**src/cec_map.vh**
```
// Functional notes
// RQ1: result high when positive input exceeds negative
// RQ2: mux enabled, converter off: channel picks negative
// RQ3: otherwise dedicated negative pin feeds comparator
// RQ4: bandgap select replaces positive pin input
// RQ5: result synchronised, one to two cycles late
// RQ6: matching result transition sets interrupt flag
// RQ7: flag cleared by vector taken or write one
// RQ8: request needs flag, enable and global enable
// RQ9: mode: toggle, reserved, falling, rising edge
// RQ10: capture route feeds result to timer capture
// RQ11: software also enables timer capture interrupt
// RQ12: disable bit powers comparator off any time
// RQ13: software masks interrupt before changing disable
// RQ14: software masks interrupt before changing mode
// RQ15: converter enable gates converter, frees multiplexer
// RQ16: edges found by comparing with previous result
`ifndef CEC_MAP_VH
`define CEC_MAP_VH

// register byte addresses
`define CEC_ADDR_SPECIAL_IO     8'h00
`define CEC_ADDR_CTRL_STATUS    8'h04
`define CEC_ADDR_CONVERTER      8'h08

// special function io fields
`define CEC_SFIO_MUX_EN         3
`define CEC_SFIO_WMASK          8'h0F
`define CEC_SFIO_RESET          8'h00
`define CEC_SFIO_FIELD_RESET    4'h0

// control and status fields
`define CEC_CS_DISABLE          7
`define CEC_CS_BANDGAP          6
`define CEC_CS_RESULT           5
`define CEC_CS_FLAG             4
`define CEC_CS_IRQ_EN           3
`define CEC_CS_ROUTE            2
`define CEC_CS_MODE_HI          1
`define CEC_CS_MODE_LO          0
`define CEC_CS_RESET            8'h00

// converter mirror fields
`define CEC_CONV_ENABLE         7
`define CEC_CONV_CH_HI          2
`define CEC_CONV_CH_LO          0
`define CEC_CONV_RESET          8'h00

// interrupt modes
`define CEC_MODE_TOGGLE         2'h0
`define CEC_MODE_RESERVED       2'h1
`define CEC_MODE_FALLING        2'h2
`define CEC_MODE_RISING         2'h3

// negative input selector codes
`define CEC_NEG_PIN             4'h8

`endif

```
**src/cec_comparator.v**
```verilog
`timescale 1ns/1ns
`include "cec_map.vh"

module cec_comparator
(
	// clock and reset
	input  wire        i_mclk,
	input  wire        i_resetn,
	// ahb-lite slave
	input  wire        i_hsel,
	input  wire [31:0] i_haddr,
	input  wire [1:0]  i_htrans,
	input  wire        i_hwrite,
	input  wire [2:0]  i_hsize,
	input  wire [31:0] i_hwdata,
	input  wire        i_hready,
	output wire        o_hreadyout,
	output wire        o_hresp,
	output reg  [31:0] o_hrdata,
	// analog comparator front end
	input  wire        i_raw_compare,
	output wire        o_comparator_power_down,
	output wire        o_positive_bandgap,
	output wire [3:0]  o_negative_select,
	// converter
	output wire        o_converter_enable,
	// cpu interrupt side
	input  wire        i_global_irq_enable,
	input  wire        i_irq_vector_taken,
	output wire        o_irq,
	// timer input capture front end
	output wire        o_capture_input,
	output wire        o_comparator_result
);

	// registers
	reg  [3:0]  special_io;
	reg         comparator_disable;
	reg         bandgap_select;
	reg         comparator_irq_flag;
	reg         comparator_irq_enable;
	reg         capture_route_enable;
	reg  [1:0]  irq_mode;
	reg         converter_enable;
	reg  [2:0]  channel_select;

	// synchroniser and edge history
	reg         sync_stage1;
	reg         comparator_result;
	reg         result_prev;

	// ahb data phase
	reg         dp_write;
	reg  [7:0]  dp_addr;

	wire        negative_mux_enable;
	wire        addr_phase;
	wire        wr_special;
	wire        wr_status;
	wire        wr_converter;
	wire [7:0]  wbyte;
	wire        rise_event;
	wire        fall_event;
	reg         trigger_event;
	reg         next_flag;
	reg  [7:0]  next_rdata;
	reg  [3:0]  next_special_io;
	reg         next_disable;
	reg         next_bandgap;
	reg         next_irq_enable;
	reg         next_route;
	reg  [1:0]  next_irq_mode;
	reg         next_conv_enable;
	reg  [2:0]  next_channel;
	reg         next_dp_write;
	reg  [7:0]  next_dp_addr;
	reg  [31:0] next_hrdata;
	reg         next_stage1;
	reg         next_result;
	reg         next_prev;

	assign negative_mux_enable = special_io[`CEC_SFIO_MUX_EN];
	assign addr_phase  = i_hsel & i_htrans[1] & i_hready;
	assign wbyte       = i_hwdata[7:0];
	assign wr_special  = dp_write & (dp_addr == `CEC_ADDR_SPECIAL_IO);
	assign wr_status   = dp_write & (dp_addr == `CEC_ADDR_CTRL_STATUS);
	assign wr_converter = dp_write & (dp_addr == `CEC_ADDR_CONVERTER);

	// always ready, always okay
	assign o_hreadyout = 1'b1;
	assign o_hresp     = 1'b0;

	// ahb address phase capture and read data
	always @*
	begin
		next_dp_write = addr_phase & i_hwrite;
		next_dp_addr  = {i_haddr[7:2], 2'b00};
		next_hrdata   = o_hrdata;
		if (addr_phase & !i_hwrite)
		begin
			next_hrdata = {24'h000000, next_rdata};
		end
	end

	always @(posedge i_mclk)
	begin
		if (!i_resetn)
		begin
			dp_write <= 1'b0;
			dp_addr  <= 8'h00;
			o_hrdata <= 32'h00000000;
		end
		else
		begin
			dp_write <= next_dp_write;
			dp_addr  <= next_dp_addr;
			o_hrdata <= next_hrdata;
		end
	end

	// read mux, unmapped reads zero
	always @*
	begin
		next_rdata = 8'h00;
		case ({i_haddr[7:2], 2'b00})
			`CEC_ADDR_SPECIAL_IO:
				next_rdata = {4'h0, special_io};
			`CEC_ADDR_CTRL_STATUS:
			begin
				next_rdata[`CEC_CS_DISABLE] = comparator_disable;
				next_rdata[`CEC_CS_BANDGAP] = bandgap_select;
				next_rdata[`CEC_CS_RESULT]  = comparator_result;
				next_rdata[`CEC_CS_FLAG]    = comparator_irq_flag;
				next_rdata[`CEC_CS_IRQ_EN]  = comparator_irq_enable;
				next_rdata[`CEC_CS_ROUTE]   = capture_route_enable;
				next_rdata[`CEC_CS_MODE_HI:`CEC_CS_MODE_LO] = irq_mode;
			end
			`CEC_ADDR_CONVERTER:
			begin
				next_rdata[`CEC_CONV_ENABLE] = converter_enable;
				next_rdata[`CEC_CONV_CH_HI:`CEC_CONV_CH_LO] = channel_select;
			end
			default:
				next_rdata = 8'h00;
		endcase
	end

	// next values of the software-written control bits
	always @*
	begin
		next_special_io  = special_io;
		next_disable     = comparator_disable;
		next_bandgap     = bandgap_select;
		next_irq_enable  = comparator_irq_enable;
		next_route       = capture_route_enable;
		next_irq_mode    = irq_mode;
		next_conv_enable = converter_enable;
		next_channel     = channel_select;
		if (wr_special)
		begin
			next_special_io = wbyte[3:0];
		end
		if (wr_status)
		begin
			next_disable    = wbyte[`CEC_CS_DISABLE]; // see RQ12
			next_bandgap    = wbyte[`CEC_CS_BANDGAP];
			next_irq_enable = wbyte[`CEC_CS_IRQ_EN];
			next_route      = wbyte[`CEC_CS_ROUTE];
			next_irq_mode   = wbyte[`CEC_CS_MODE_HI:`CEC_CS_MODE_LO];
		end
		if (wr_converter)
		begin
			next_conv_enable = wbyte[`CEC_CONV_ENABLE];
			next_channel     = wbyte[`CEC_CONV_CH_HI:`CEC_CONV_CH_LO];
		end
	end

	always @(posedge i_mclk)
	begin
		if (!i_resetn)
		begin
			special_io            <= `CEC_SFIO_FIELD_RESET;
			comparator_disable    <= 1'b0;
			bandgap_select        <= 1'b0;
			comparator_irq_enable <= 1'b0;
			capture_route_enable  <= 1'b0;
			irq_mode              <= `CEC_MODE_TOGGLE;
			converter_enable      <= 1'b0;
			channel_select        <= 3'h0;
		end
		else
		begin
			special_io            <= next_special_io;
			comparator_disable    <= next_disable;
			bandgap_select        <= next_bandgap;
			comparator_irq_enable <= next_irq_enable;
			capture_route_enable  <= next_route;
			irq_mode              <= next_irq_mode;
			converter_enable      <= next_conv_enable;
			channel_select        <= next_channel;
		end
	end

	// input selection for the analog comparator
	assign o_comparator_power_down = comparator_disable; // see RQ12
	assign o_positive_bandgap      = bandgap_select; // see RQ4
	assign o_converter_enable      = converter_enable; // see RQ15
	// see RQ2 RQ3 RQ15
	assign o_negative_select = (negative_mux_enable & !converter_enable) ?
		{1'b0, channel_select} : `CEC_NEG_PIN;

	// synchroniser stages and edge history
	always @*
	begin
		next_stage1 = i_raw_compare; // see RQ1 RQ5
		next_result = sync_stage1; // see RQ5
		next_prev   = comparator_result; // see RQ16
	end

	// two-flop synchroniser on the comparator output
	always @(posedge i_mclk)
	begin
		if (!i_resetn)
		begin
			sync_stage1       <= 1'b0;
			comparator_result <= 1'b0;
			result_prev       <= 1'b0;
		end
		else
		begin
			sync_stage1       <= next_stage1;
			comparator_result <= next_result;
			result_prev       <= next_prev;
		end
	end

	assign rise_event = comparator_result & !result_prev; // see RQ16
	assign fall_event = !comparator_result & result_prev; // see RQ16

	// event selection by mode
	always @*
	begin
		case (irq_mode)
			`CEC_MODE_TOGGLE: // see RQ9
			begin
				trigger_event = rise_event | fall_event;
			end
			`CEC_MODE_FALLING: // see RQ9
			begin
				trigger_event = fall_event;
			end
			`CEC_MODE_RISING: // see RQ9
			begin
				trigger_event = rise_event;
			end
			`CEC_MODE_RESERVED: // see RQ9
			begin
				trigger_event = 1'b0;
			end
			default:
			begin
				trigger_event = 1'b0;
			end
		endcase
	end

	// flag: set beats clear
	always @*
	begin
		next_flag = comparator_irq_flag;
		if (i_irq_vector_taken)
			next_flag = 1'b0; // see RQ7
		if (wr_status & wbyte[`CEC_CS_FLAG])
			next_flag = 1'b0; // see RQ7
		if (trigger_event)
			next_flag = 1'b1; // see RQ6
	end

	always @(posedge i_mclk)
	begin
		if (!i_resetn)
		begin
			comparator_irq_flag <= 1'b0;
		end
		else
		begin
			comparator_irq_flag <= next_flag;
		end
	end

	// see RQ8
	assign o_irq = comparator_irq_flag & comparator_irq_enable &
		i_global_irq_enable;
	assign o_capture_input = capture_route_enable & comparator_result; // see RQ10
	assign o_comparator_result = comparator_result;

endmodule // cec_comparator

```
**config.mk**
```make
export PLATFORM = sky130hd
export DESIGN_NAME = cec_comparator
export DESIGN_NICKNAME = d
export VERILOG_FILES = /design/src/cec_comparator.v
export VERILOG_INCLUDE_DIRS = /design/src
export SDC_FILE = /design/constraint.sdc
export NUM_CORES = 1
export LEC_CHECK = 0
export ABC_AREA = 1
export BUFFER_PORTS_ARGS = -buffer_cell sky130_fd_sc_hd__buf_4
export CORE_ASPECT_RATIO = 0.5
export CORE_MARGIN = 3
export CORE_UTILIZATION = 40
export DETAILED_ROUTE_END_ITERATION = 7
export PLACE_DENSITY = 0.8
export SLEW_MARGIN = 15
export SYNTH_ARGS = -nofsm -noshare
export SYNTH_HDL_FRONTEND = slang
export SYNTH_SLANG_ARGS = --single-unit
```
**constraint.sdc**
```tcl
create_clock -name i_mclk -period 1.43 [get_ports i_mclk]
set_input_delay 0.2145 -clock i_mclk [delete_from_list [all_inputs] [get_ports i_mclk]]
set_output_delay 0.2145 -clock i_mclk [all_outputs]
set_load 0.02 [all_outputs]
```
Word level (Yosys, flattened, before mapping)

Cells that the tools add are included.

Add/sub/neg operators: 0
$mul: 0
Div/mod/pow operators: 0
Order comparisons: 0
Equal/unequal tests: 7
Shifts and indexed selects: 0
Muxes and demuxes: 8
Bitwise logic cells: 15
Reduce and logical (&&, ||, !) cells: 8

Operator list:

| operator           | number |
|---|---|
| $and 1x1->1        | 14 |
| $pmux 3 s3         | 1 |
| $eq 8x3->1 const B | 1 |
| $eq 8x4->1 const B | 1 |
| $logic_not 8->1    | 1 |
| $pmux 4 s2         | 1 |
| $eq 6x1->1 const B | 1 |
| $eq 6x2->1 const B | 1 |
| $logic_not 6->1    | 1 |
| $eq 2x2->1 const B | 2 |
| $logic_not 1->1    | 4 |
| $mux 4             | 1 |
| $pmux 1 s4         | 1 |
| $mux 1             | 3 |
| $reduce_bool 3->1  | 1 |
| $eq 2x1->1 const B | 1 |
| $logic_not 2->1    | 1 |
| $pmux 1 s2         | 1 |
| $or 1x1->1         | 1 |

Register bits after elaboration: 35
Bits in latches: 0
Bits in writable memories: 0
ROM bits: 0
Input port bits: 77
Output and inout port bits: 44
Logic and storage cells: 54
Memories kept: 0

Longest topological paths before layout

Word-level depth: 5
Mapped depth: 7
Depth with buffers taken out: 7

Worst setup path after synthesis

OpenSTA, ideal clock, no wires.

Path kind: reg-to-output
From: register converter_enable, in the netlist o_converter_enable
To: output o_negative_select[0]
Data arrival time: 1.078 ns
Required time: 1.216 ns
Setup slack: 0.137 ns
Cell stages (with the launch flop): 3
Buffers on the path: 0
Path through: dfxtp_1 -> or2_2 -> nor2_1

Word-level cells in the longest chain between the ends: 3

RTL lines:

| element                  | RTL line             | text |
|---|---|---|
| start: declaration       | cec_comparator.v:44  | `reg converter_enable;` |
| start signal: assignment | cec_comparator.v:199 | `converter_enable <= next_conv_enable;` |
| $logic_not 1->1          | cec_comparator.v:209 | `assign o_negative_select = (negative_mux_enable & !converter_enable) ?` |
| $and 1x1->1              | cec_comparator.v:209 |  |
| $mux 4 (no source line)  | n/a                  |  |
| end: declaration         | cec_comparator.v:24  | `output wire [3:0] o_negative_select,` |

No other way between the ends.

Worst setup path after layout

From: register special_io[3]
To: output o_negative_select[0]

Word-level cells in the longest chain between the ends: 2

RTL lines:

| element                  | RTL line             | text |
|---|---|---|
| start: declaration       | cec_comparator.v:37  | `reg [3:0] special_io;` |
| start signal: assignment | cec_comparator.v:182 | `` special_io <= `CEC_SFIO_FIELD_RESET; `` |
| start signal: assignment | cec_comparator.v:193 | `special_io <= next_special_io;` |
| $and 1x1->1              | cec_comparator.v:209 |  |
| $mux 4 (no source line)  | n/a                  |  |

No other way between the ends.

==> run summary <==
Fin area = 1983 um2
Worst Path Arrival = 1.16 ns
H-Tree Depth = 2
Syn-to-layout area delta = 22.77%
Min Tclk post-route = 1.379 ns
WL per Instance = 10.85 um
Vias in the first global route = 1,269
Setup CP Type = reg2out
DP HPWL = 2685 um
Detail Route Antenna Nets = 0
GP Congestion = 0.8493
R2R depth = 5
Initial DRT Pass Iterations = 5
Fmax = 724.9 MHz
Root Buffer Master = clkbuf_8
Die Wd = 95.87 um
Library cells used by synthesis = 28
Largest net degree at the start of global routing = 28
Initial DRC count = 112
Antenna Cells = 0
Sequential-to-total area share from yosys stat = 0.4090
Synth Cell Area = 1615 um2
Clk buf depth = 2
First-pass GRT wire length = 5506 um
Max-cap violations = 0
NumNets Final = 336
Syn Inst Count = 216
Setup violations, final = 0
Placed cell count = 301
Ports = 121
Initial antenna violation count = 0
Die area = 4883 um2
DRC viols = 0
Row count = 15
CTS tree = yes
Final hold vios = 0
Clock insertion delay at the later pin of the skew report = 0.28 ns
Mapped Avg Cell Area = 7.478 um2
Yosys warning count = 0
Seq cells post-synth = 33
Reg clk slew, reported paths = 0.07 ns
Clk_skew = 0.001913 ns
Initial core utilization = 0.4436
Post-DP Area = 1853 um2
DIE HEIGHT = 50.94 um
Slew Viols, Final = 0
Hold depth = 3
Worst IR Drop VDD = 0.0003857 V
Total power = 0.002051 W
Max incr delay on CP = 0.32 ns
CTS Hold Bufs = 0
CP Cell Sequence = inv_1 > or2_4 > nor2_2 > buf_4
Worst Path Required = 1.22 ns
CTS sink count = 33
Status = complete, no violations
Setup ws final = 0.05051 ns
Core ar. = 3641 um2
RSZ-0062 raised after global routing = yes
Slowest CP cell = dfxtp_1
Pwr dens = 1034 nW/um2
GR Overflow Total = 0
P_leak = 0.9571 nW
DR vias = 1,409
Postcts setup bufs = 0
DRT Wirelength = 3352 um
Crit path capture type = output pin
Critical Path Fanout Max = 4
Total Routing Usage GR = 0.1472
Hold Crit Class = in2reg
Final Cycle Share = 0.9647
Worst slack, placed = 0.1626 ns
TNS Setup = 0 ns
Crit path launch type = flip-flop
Clock buffer count from CTS = 5
Share of post-route cells with drive strength above 1 = 0.2519
DR vias/cell = 4.560
Port buffer count = 39
Post-route insts no fill = 309
[flip-flops by register name (all words and copies together) (netlist names), 2 cells and up]
| signal | cells |
|---|---|
| channel_select | 3 |
| dp_addr | 6 |
| irq_mode | 2 |
| o_hrdata | 8 |
| special_io | 4 |
[worst max-delay path, delay by kind of cell (launching register included)]
kind | cells | cell delay (ns)
buf+inv | 2 | 0.19
flops | 1 | 0.32
simple gates | 2 | 0.36
[layout make-up]
class	count	area [um2]
Tap cell	51	63.81
Timing Repair Buffer	39	296.5
Clock inverter	1	30.03
Multi-Input combinational cell	147	726.9
Sequential cell	33	660.6
Fill cell	330	1658
Clock buffer	7	86.33
Inverter	31	118.9
[cell families (layout without fill, tap and decap cells)]
kind of cell    Yosys count  count (layout)  synth area share
fa+ha+maj                 2               2           0.01549
other cells               2              26          0.004649
compound gates           26              26           0.08908
buf+inv                  60              78            0.2029
simple gates             93              93            0.2789
flops                    33              33            0.4090
[report_power, final]
group          total, W  leakage, nW  internal, W  switching (W)
registers      0.000945        0.268     0.000936     0.00000854
logic          0.000206        0.630    0.0000646       0.000142
clock network  0.000900       0.0585     0.000568       0.000332
total           0.00205        0.957      0.00157       0.000483
[through the flow]
stage / hold slack [ns] / utilization
floorplan: 0.3080 / -
global placement: 0.3959 / 0.5089
detailed placement: 0.3989 / 0.5089
CTS: 0.09985 / 0.5416
global route: 0.1007 / 0.5447
finish: 0.1069 / 0.5447
[synth_stat cells]
cell       n  area share
a21oi_1    6       0.019
a21oi_2    2       0.011
and3_1     1      0.0039
buf_2      2      0.0062
buf_4     26        0.12
clkbuf_1   1      0.0023
clkinv_1   1      0.0023
conb_1     2      0.0046
dfxtp_1   33        0.41
ha_1       2       0.015
inv_1     23       0.053
inv_2      6       0.014
inv_4      1      0.0039
nand2_1   28       0.065
nand2_4    1      0.0070
nand3_1   12       0.037
nand3b_1   1      0.0046
nand4_1   10       0.039
nand4_4    1       0.013
nor2_1    32       0.074
nor2_2     1      0.0039
nor2_4     3       0.021
nor3_1     2      0.0062
o211ai_1   1      0.0046
o21ai_0    1      0.0031
o21ai_1   15       0.046
o221ai_1   1      0.0054
or2_2      1      0.0039
[cell usage in the layout, fill, tap and decap left out, types with 3 or more instances in the layout]
cell      count
a21oi_1       6
buf_4        38
clkbuf_8      6
conb_1       26
dfxtp_1      33
inv_1        23
inv_2         6
nand2_1      28
nand3_1      12
nand4_1      10
nor2_1       29
nor2_2        4
nor2_4        3
o21ai_1      15
[per-layer routing]
metal,routed length [um],GRT usage
met5,0,0
met4,56,0.07075
met3,274,0.03529
met2,1689,0.2589
met1,1332,0.1686
[worst paths after layout]
path,start,endpoint,slack [ns]
setup / recovery,special_io[3]$_SDFFE_PN0P_,o_negative_select[0],0.05
hold / removal,i_raw_compare,next_result$_SDFF_PN0_,0.11
setup reg to reg,o_comparator_result$_SDFF_PN0_,comparator_irq_flag$_SDFFE_PN0P_,0.16
hold reg to reg,next_result$_SDFF_PN0_,o_comparator_result$_SDFF_PN0_,0.42
[timing repair]
action	in CTS	in global routing
pin swaps	1	0
cloned	0	0
resized for setup	1	4
setup endpoints to repair	1	3
No activity file was read; power rests on OpenSTA's default activity.
